### src/design/stx_defines.svh
// Purpose: constants for the skip, table read and exclusive-OR executor
// Assumes: 8-bit data memory, 15-bit program words, 12-bit program address
// Notes:   opcode codes are local to this block's decoded command port
`ifndef STX_DEFINES_SVH
`define STX_DEFINES_SVH
`define STX_DATA_W      8
`define STX_ROM_W       15
`define STX_PADDR_W     12
`define STX_RAM_AW      7
`define STX_PAGE_W      4
`define STX_HIGH_W      7
`define STX_LAST_PAGE   4'hF
`define STX_ZERO_BYTE   8'h00
`define STX_SKIP_CYCLES 2
`endif

### src/design/stx_pkg.sv
// Purpose: types for the skip, table read and exclusive-OR executor
// Assumes: stx_defines.svh supplies widths
// Notes:   none
`include "stx_defines.svh"
package stx_pkg;
    typedef enum logic [3:0] {
        STX_OP_NONE,
        STX_OP_SKIP_BYTE,
        STX_OP_COPY_SKIP,
        STX_OP_SKIP_BIT,
        STX_OP_TAB_CUR,
        STX_OP_TAB_LAST,
        STX_OP_XOR_ACC,
        STX_OP_XOR_MEM,
        STX_OP_XOR_IMM
    } stx_op_type;

    typedef enum logic [1:0] {
        STX_ST_IDLE,
        STX_ST_TABLE,
        STX_ST_DUMMY
    } stx_state_type;
endpackage

### src/design/stx_xor_unit.sv
// Purpose: exclusive-OR of two bytes with zero detection
// Assumes: purely combinational
// Notes:   result is registered by the caller
`timescale 1ns/1ps
`include "stx_defines.svh"
module stx_xor_unit (
    input  wire logic [`STX_DATA_W-1:0] a,
    input  wire logic [`STX_DATA_W-1:0] b,
    output logic      [`STX_DATA_W-1:0] y,
    output logic                        zero
);
    always_comb begin
        y    = a ^ b;
        zero = ((a ^ b) == `STX_ZERO_BYTE);
    end
endmodule

### src/design/stx_exec.sv
// Purpose: executes skip, table read and exclusive-OR instructions
// Assumes: operands valid with start; core stalls fetch while busy is high
// Notes:   table read takes a second cycle for the program memory access
`timescale 1ns/1ps
`include "stx_defines.svh"
// Contract
// - Zero byte discards next instruction, two cycles
// - Copy byte to working register, skip if zero
// - Clear selected bit skips with dummy cycle
// - Current-page table read: low to memory, high
// - Register exclusive-OR into working register, zero flag
// - Memory exclusive-OR written back, zero flag only
// - Immediate exclusive-OR into working register, zero flag
module stx_exec (
    input  wire logic                        clk_sys,
    input  wire logic                        nrst,
    input  wire logic                        start,
    input  wire stx_pkg::stx_op_type         op,
    input  wire logic [`STX_RAM_AW-1:0]      mem_addr,
    input  wire logic [`STX_DATA_W-1:0]      mem_rdata,
    input  wire logic [2:0]                  bit_sel,
    input  wire logic [`STX_DATA_W-1:0]      imm_data,
    input  wire logic [`STX_DATA_W-1:0]      table_ptr,
    input  wire logic [`STX_PAGE_W-1:0]      pc_page,
    input  wire logic [`STX_ROM_W-1:0]       rom_rdata,
    output logic                             busy,
    output logic                             discard_next,
    output logic [`STX_PADDR_W-1:0]          rom_addr,
    output logic                             rom_rd,
    output logic                             mem_we,
    output logic [`STX_RAM_AW-1:0]           mem_waddr,
    output logic [`STX_DATA_W-1:0]           mem_wdata,
    output logic [`STX_DATA_W-1:0]           working_register,
    output logic [`STX_HIGH_W-1:0]           table_high_byte,
    output logic                             zero_flag
);
    import stx_pkg::*;

    typedef struct packed {
        stx_state_type               st;
        logic                        discard;
        logic [`STX_PADDR_W-1:0]     raddr;
        logic                        rrd;
        logic                        we;
        logic [`STX_RAM_AW-1:0]      waddr;
        logic [`STX_DATA_W-1:0]      wdata;
        logic [`STX_DATA_W-1:0]      acc;
        logic [`STX_HIGH_W-1:0]      thigh;
        logic                        z;
    } stx_state_struct_type;

    stx_state_struct_type s_q;
    stx_state_struct_type s_d;

    logic [`STX_DATA_W-1:0] xor_b;
    logic [`STX_DATA_W-1:0] xor_y;
    logic                   xor_zero;

    // Per-bit clear detect; the byte test and the bit test share it
    logic [`STX_DATA_W-1:0]  bit_clear;
    logic                    byte_clear;
    logic                    sel_clear;
    logic [`STX_PAGE_W-1:0]  page_sel;
    logic [`STX_PADDR_W-1:0] table_addr;
    logic [`STX_DATA_W-1:0]  table_low;
    logic [`STX_HIGH_W-1:0]  table_high;
    logic                    issue;
    logic                    skip_taken;

    // Every field idles at zero, the state at idle
    localparam stx_state_struct_type reset_state = '{
        st:      STX_ST_IDLE,
        discard: 1'b0,
        raddr:   '0,
        rrd:     1'b0,
        we:      1'b0,
        waddr:   '0,
        wdata:   '0,
        acc:     '0,
        thigh:   '0,
        z:       1'b0
    };

    generate
        for (genvar gi = 0; gi < `STX_DATA_W; gi++) begin : g_clear
            assign bit_clear[gi] = ~mem_rdata[gi];
        end
    endgenerate

    assign byte_clear = &bit_clear;
    assign sel_clear  = bit_clear[bit_sel];

    // Start is only taken in idle; a start during busy is dropped silently
    assign issue = start && (s_q.st == STX_ST_IDLE);

    always_comb begin
        skip_taken = 1'b0;
        // Only the three skip forms may skip
        case (op)
            STX_OP_SKIP_BYTE: skip_taken = byte_clear;
            STX_OP_COPY_SKIP: skip_taken = byte_clear;
            STX_OP_SKIP_BIT:  skip_taken = sel_clear;
            default:          skip_taken = 1'b0;
        endcase
    end

    // Last-page read ignores the current page entirely
    assign page_sel   = (op == STX_OP_TAB_LAST) ? `STX_LAST_PAGE : pc_page;
    assign table_addr = {page_sel, table_ptr};

    // Program word split: low byte to memory, the rest to the high register
    assign table_low  = rom_rdata[`STX_DATA_W-1:0];
    assign table_high = rom_rdata[`STX_ROM_W-1:`STX_DATA_W];

    // Immediate operand replaces the memory byte for the immediate form
    assign xor_b = (op == STX_OP_XOR_IMM) ? imm_data : mem_rdata;

    stx_xor_unit u_xor (
        .a    (s_q.acc),
        .b    (xor_b),
        .y    (xor_y),
        .zero (xor_zero)
    );

    always_comb begin
        s_d         = s_q;
        s_d.discard = 1'b0;
        s_d.rrd     = 1'b0;
        s_d.we      = 1'b0;
        // Strobes default low so each stands one cycle
        case (s_q.st)
            STX_ST_IDLE: begin
                if (issue) begin
                    // Unknown codes fall to default and change nothing
                    case (op)
                        STX_OP_SKIP_BYTE: begin
                            if (skip_taken) begin
                                s_d.discard = 1'b1;
                                s_d.st      = STX_ST_DUMMY;
                            end
                        end
                        STX_OP_COPY_SKIP: begin
                            s_d.acc = mem_rdata;
                            if (skip_taken) begin
                                s_d.discard = 1'b1;
                                s_d.st      = STX_ST_DUMMY;
                            end
                        end
                        STX_OP_SKIP_BIT: begin
                            if (skip_taken) begin
                                s_d.discard = 1'b1;
                                s_d.st      = STX_ST_DUMMY;
                            end
                        end
                        STX_OP_TAB_CUR: begin
                            s_d.raddr = table_addr;
                            s_d.rrd   = 1'b1;
                            s_d.waddr = mem_addr;
                            s_d.st    = STX_ST_TABLE;
                        end
                        STX_OP_TAB_LAST: begin
                            s_d.raddr = table_addr;
                            s_d.rrd   = 1'b1;
                            s_d.waddr = mem_addr;
                            s_d.st    = STX_ST_TABLE;
                        end
                        STX_OP_XOR_ACC, STX_OP_XOR_IMM: begin
                            s_d.acc = xor_y;
                            s_d.z   = xor_zero;
                        end
                        STX_OP_XOR_MEM: begin
                            s_d.we    = 1'b1;
                            s_d.waddr = mem_addr;
                            s_d.wdata = xor_y;
                            s_d.z     = xor_zero;
                        end
                        default: begin
                        end
                    endcase
                end
            end
            STX_ST_TABLE: begin
                // Program word is taken in the cycle the read strobe stands high
                s_d.we    = 1'b1;
                s_d.wdata = table_low;
                s_d.thigh = table_high;
                s_d.st    = STX_ST_IDLE;
            end
            STX_ST_DUMMY: begin
                // Dummy cycle replaces the discarded instruction
                s_d.st = STX_ST_IDLE;
            end
            default: begin
                s_d.st = STX_ST_IDLE;
            end
        endcase
    end

    // Asynchronous clear loads constants only
    always_ff @(posedge clk_sys or negedge nrst) begin
        if (!nrst) begin
            s_q <= reset_state;
        end else begin
            s_q <= s_d;
        end
    end


    // Outputs straight from the state register; only busy is decoded from the state after the flops
    assign busy             = (s_q.st != STX_ST_IDLE);
    assign discard_next     = s_q.discard;
    assign rom_addr         = s_q.raddr;
    assign rom_rd           = s_q.rrd;
    assign mem_we           = s_q.we;
    assign mem_waddr        = s_q.waddr;
    assign mem_wdata        = s_q.wdata;
    assign working_register = s_q.acc;
    assign table_high_byte  = s_q.thigh;
    assign zero_flag        = s_q.z;
endmodule

### config.mk
export PLATFORM = sky130hd
export DESIGN_NAME = stx_exec
export DESIGN_NICKNAME = d
export VERILOG_FILES = /design/src/design/stx_pkg.sv /design/src/design/stx_xor_unit.sv /design/src/design/stx_exec.sv
export VERILOG_INCLUDE_DIRS = /design/src /design/src/design
export SDC_FILE = /design/constraint.sdc
export NUM_CORES = 1
export LEC_CHECK = 0
export BUFFER_PORTS_ARGS = -buffer_cell sky130_fd_sc_hd__buf_2
export CORE_MARGIN = 3
export CORE_UTILIZATION = 45
export CTS_CLUSTER_DIAMETER = 50
export DETAILED_ROUTE_END_ITERATION = 10
export PLACE_DENSITY_LB_ADDON = 0.25
export SLEW_MARGIN = 15
export SYNTH_ARGS = -nofsm -noshare
export SYNTH_HDL_FRONTEND = slang
export SYNTH_SLANG_ARGS = --single-unit
export TNS_END_PERCENT = 5
### constraint.sdc
create_clock -name clk_sys -period 1.8 [get_ports clk_sys]
set_input_delay 0.18 -clock clk_sys [delete_from_list [all_inputs] [get_ports clk_sys]]
set_output_delay 0.18 -clock clk_sys [all_outputs]
set_load 0.02 [all_outputs]
==> impl.org <==
** Run status
- The flow ran to the end, and the final reports show no timing, DRC or antenna violations.

** Floorplan
- Die boundary height :: 87.0 um
- Die X :: 87.0 um
- The floorplan has 28 rows.
- Die Outline Area :: 7570 um^2
- Initial Util :: 0.482
- Boundary pin count :: roughly 110
- The total area inside the core boundary comes to 6130 um^2.

** Cells and area
- Antenna diodes :: 0
- The area growth from synthesis to layout is 15.0%.
- Fill cell instance count of the final layout :: 595
- Number of nets in the final layout :: 436
- Post-route design area :: between 3000 and 4000 um^2
- Proportion of layout cells with a drive suffix above 1 :: 0.403

** STA
- In the post-route analysis, the smallest setup slack over all paths is 0.142 ns.
- Worst Hold Margin :: 0.0754 ns
- For the finished layout, the period the worst path requires is 1.66 ns.
- The number of pins exceeding their max-slew limit in the final report came to 0.
- Setup violations remaining at the end of the flow were counted as 0.
- Based on the critical path, the design can be clocked at up to 0.603 GHz.
- The total count of hold-check failures in the final report is 0.
- The worst pin sits at a relative slew slack of 0.691.
- Between clock sinks in the finished design, the worst skew comes to 0.00678 ns.
- Measured slew at the worst slew-check pin :: 0.464 ns
- Share of the clock period used by the worst path :: 0.921

** Route
- The routed design has 6.95 mm of wire.
- The detailed router placed 2386 vias in this run.
- First drt pass iteration count :: 5
- The detail route stage leaves a number of antenna-violating nets equal to 0.
- The detailed router finished its first iteration with 135 violations.
- After detailed routing, the average wire length per cell comes to 15.4 um.
- Post-DR vias/cell :: roughly 5.3
- In the routed design, unresolved DRC markers number 0.

** Global route
- Global-route wire length before repair :: roughly 11 mm
- Via count of the first global-routing pass :: between 2000 and 2500
- Total global routing overflow :: 0
- The initial antenna violation count came to 0.
- Pin count of the biggest net entering global routing :: 32
- Overall routing resource usage :: 0.187

** Yosys
- The Yosys step of the flow raised 0 warnings.
- Averaged over all synthesized cells, the footprint is approximately 9.6 um^2.
- Counting every net in the synthesized netlist gives about 370.
- Register area share after synthesis :: 0.407
- Number of distinct standard cells referenced by the synthesized netlist :: 46
- Yosys mapped a number of flops with a built-in enable equal to 0.
- Post-synthesis instance area :: between 2000 and 3000 um^2
- Fraction of synthesis flops using an asynchronous set or reset pin :: 1.00
- The largest total area in the synthesized netlist belongs to sky130_fd_sc_hd__dfrtp_1.
- In the synthesized netlist the dominant register cell turns out to be sky130_fd_sc_hd__dfrtp_1.
- Synth Instances :: roughly 310
- Most used standard cell by instance count after synthesis :: sky130_fd_sc_hd__dfrtp_1
- After synthesis the netlist holds a flip-flop and latch count of 48.
- By count the netlist is led by 48 x sky130_fd_sc_hd__dfrtp_1, 44 x sky130_fd_sc_hd__buf_4, 40 x sky130_fd_sc_hd__nand2_1.
- After synthesis, the cell types taking the most area are sky130_fd_sc_hd__dfrtp_1 41%, sky130_fd_sc_hd__buf_4 11%, sky130_fd_sc_hd__mux2_2 5.3%.
- Fraction of post-synthesis cell area in the top cell type by area :: 0.407

** Worst setup path
- The worst setup path is launched from a flop.
- Traced cell by cell, the critical path runs through nor2_2 -> nand2_1 -> buf_4 -> a211o_4 -> o21ai_0 -> nand3_1.
- Arrival time at the worst endpoint :: 1.84 ns
- For this run, the slowest stage of the critical path takes 0.40 ns.
- Maximum fanout along the worst path :: 10
- Among cell families on the critical path, the largest total delay comes from compound AO/OA/AOI/OAI gates.
- At the worst endpoint, the required time is 1.98 ns.
- Worst path bufs/invs :: 1
- Slowest cell on the critical path :: sky130_fd_sc_hd__dfrtp_1
- Critical Setup Path Class :: flop to flop
- Type of element capturing the critical path :: flop

** Place
- The congestion estimate from routability-driven global placement came to 0.900.
- Placed cell areas :: about 3300 um^2
- During placement, the flow inserted port buffers numbering ~110.
- Setup slack after placement :: 0.0194 ns
- Total half-perimeter wirelength after legalization and detailed placement :: ~5.4 mm

** Power
- The internal power of the cells totals 0.00214 W.
- The share of total power dissipated in the clock network is 0.199.
- Of the total power, the share spent switching nets is 0.371.
- Relative contribution of combinational cells to total power :: 0.359
- For this design the total switching power over the nets is 0.00126 W.
- IR Drop Worst-Case VDD :: 516 uV
- Power per unit of standard cell area :: 1000 nW/um^2
- Leak Pwr :: 1.66 nW
- Sequential cell fraction of total power :: 0.442

** CTS
- TritonCTS created 5 clock buffers.
- Clk sink count :: 48
- After clock tree synthesis, the clock-pin slew on the worst setup and hold paths is 0.09 ns.
- Max clock buf depth :: 2
- The H-tree was split into 2 levels.
- The clock reaches the later pin of the worst-skew pair after 0.30 ns.
- Once the clock tree was built, the setup fixing pass inserted 0 buffers.
- Clock tree from TritonCTS :: yes
- Root Buffer Master :: sky130_fd_sc_hd__clkbuf_8

** Job
- Across the run, the number of max-cap violations was 0.

** Min path
- The tightest min-delay check is of the primary input to flop type.
==> area by class of cell <==
type,count,area (um^2),area share
Multi-Input combinational cell,190,1300,0.384
Inverter,9,33.8,0.00995
Tap cell,75,93.8,0.0276
Clock inverter,2,13.8,0.00405
Clock buffer,6,82.6,0.0243
Sequential cell,48,1200,0.354
Timing Repair Buffer,122,666,0.196
==> worst register-to-register path: cells and delay by family, from the launching register on <==
kind,cells,cell delay [ns]
buffers and inverters,1,0.22
DFF,1,0.40
AOI/OAI and AO/OA,2,0.53
and+or+nand+nor,3,0.39
==> layout by cell type (no fill, tap or decap), types with 2 or more instances in the layout <==
| master | count |
|---|---|
| sky130_fd_sc_hd__a21oi_1 | 11 |
| sky130_fd_sc_hd__a222oi_1 | 5 |
| sky130_fd_sc_hd__a22oi_1 | 2 |
| sky130_fd_sc_hd__a31oi_1 | 4 |
| sky130_fd_sc_hd__buf_2 | 106 |
| sky130_fd_sc_hd__buf_4 | 14 |
| sky130_fd_sc_hd__clkbuf_8 | 6 |
| sky130_fd_sc_hd__dfrtp_1 | 48 |
| sky130_fd_sc_hd__inv_1 | 8 |
| sky130_fd_sc_hd__mux2_2 | 14 |
| sky130_fd_sc_hd__mux2i_1 | 8 |
| sky130_fd_sc_hd__mux4_2 | 2 |
| sky130_fd_sc_hd__nand2_1 | 40 |
| sky130_fd_sc_hd__nand2b_1 | 4 |
| sky130_fd_sc_hd__nand3_1 | 4 |
| sky130_fd_sc_hd__nor2_1 | 12 |
| sky130_fd_sc_hd__nor2_2 | 2 |
| sky130_fd_sc_hd__nor2b_1 | 5 |
| sky130_fd_sc_hd__nor3_1 | 7 |
| sky130_fd_sc_hd__nor3b_1 | 5 |
| sky130_fd_sc_hd__nor4_1 | 4 |
| sky130_fd_sc_hd__o211ai_1 | 6 |
| sky130_fd_sc_hd__o21a_1 | 2 |
| sky130_fd_sc_hd__o21ai_0 | 18 |
| sky130_fd_sc_hd__o22a_1 | 2 |
| sky130_fd_sc_hd__xnor2_1 | 11 |
| sky130_fd_sc_hd__xor2_1 | 5 |
==> cell families after synthesis <==
logic type | count (synthesis) | synth area share
buffers and inverters | 69 | 0.155
muxes | 24 | 0.0958
AOI/OAI and AO/OA | 58 | 0.136
DFF | 48 | 0.407
xor gates and xnor gates | 17 | 0.0530
and+or+nand+nor | 91 | 0.153
==> worst paths after layout <==
kind | from | cells past startpoint | end | slack, ns
max | s_q[46] | 6 | working_register[3] | 0.14
min | table_ptr[1] | 3 | rom_addr[1] | 0.08
max reg2reg | s_q[46] | 6 | working_register[3] | 0.14
min reg2reg | rom_addr[6] | 2 | rom_addr[6] | 0.48
max in group asynchronous | nrst | 3 | mem_waddr[3] | 0.92
min in group asynchronous | nrst | 2 | working_register[1] | 0.35
==> sequential cells by signal, summed over array words and instances, names as in the netlist, 2 cells and up <==
name	cells
mem_waddr	7
mem_wdata	8
rom_addr	12
s_q	2
table_high_byte	7
working_register	8
==> routing by layer <==
layer / wire [um] / share of wire / GRT usage
met4: 83 / 0.012 / 0.0581
met1: 3030 / 0.44 / 0.268
met3: 528 / 0.076 / 0.0378
met2: 3310 / 0.48 / 0.284
met5: 0 / 0 / 0
==> through the flow <==
step / utilization / total power, W / std cells / setup TNS [ns]
2_1_floorplan: - / 0.00260 / 307 / 0
6_report: 0.554 / 0.00340 / 452 / 0
4_1_cts: 0.553 / 0.00345 / 452 / 0
3_3_place_gp: 0.535 / 0.00272 / 443 / 0
5_1_grt: 0.554 / 0.00363 / 452 / -0.000808
3_5_place_dp: 0.535 / 0.00275 / 443 / 0
==> power by group through the flow <==
stage	clock, W	combinational [W]	sequential [W]
after floorplan	0	0.00115	0.00145
after global placement	0	0.00120	0.00152
after detailed placement	0	0.00123	0.00153
after CTS	0.000711	0.00123	0.00150
after global routing	0.000756	0.00132	0.00155
final	0.000676	0.00122	0.00150
==> timing repair <==
item | 4_1_cts | 5_1_grt
hold endpoints to repair | 17 | 0
setup endpoints to repair | 1 | 13
pin swaps | 0 | 0
hold buffers | 1 | 0
gates resized for setup | 1 | 2
(Power assumes the default switching activity.)
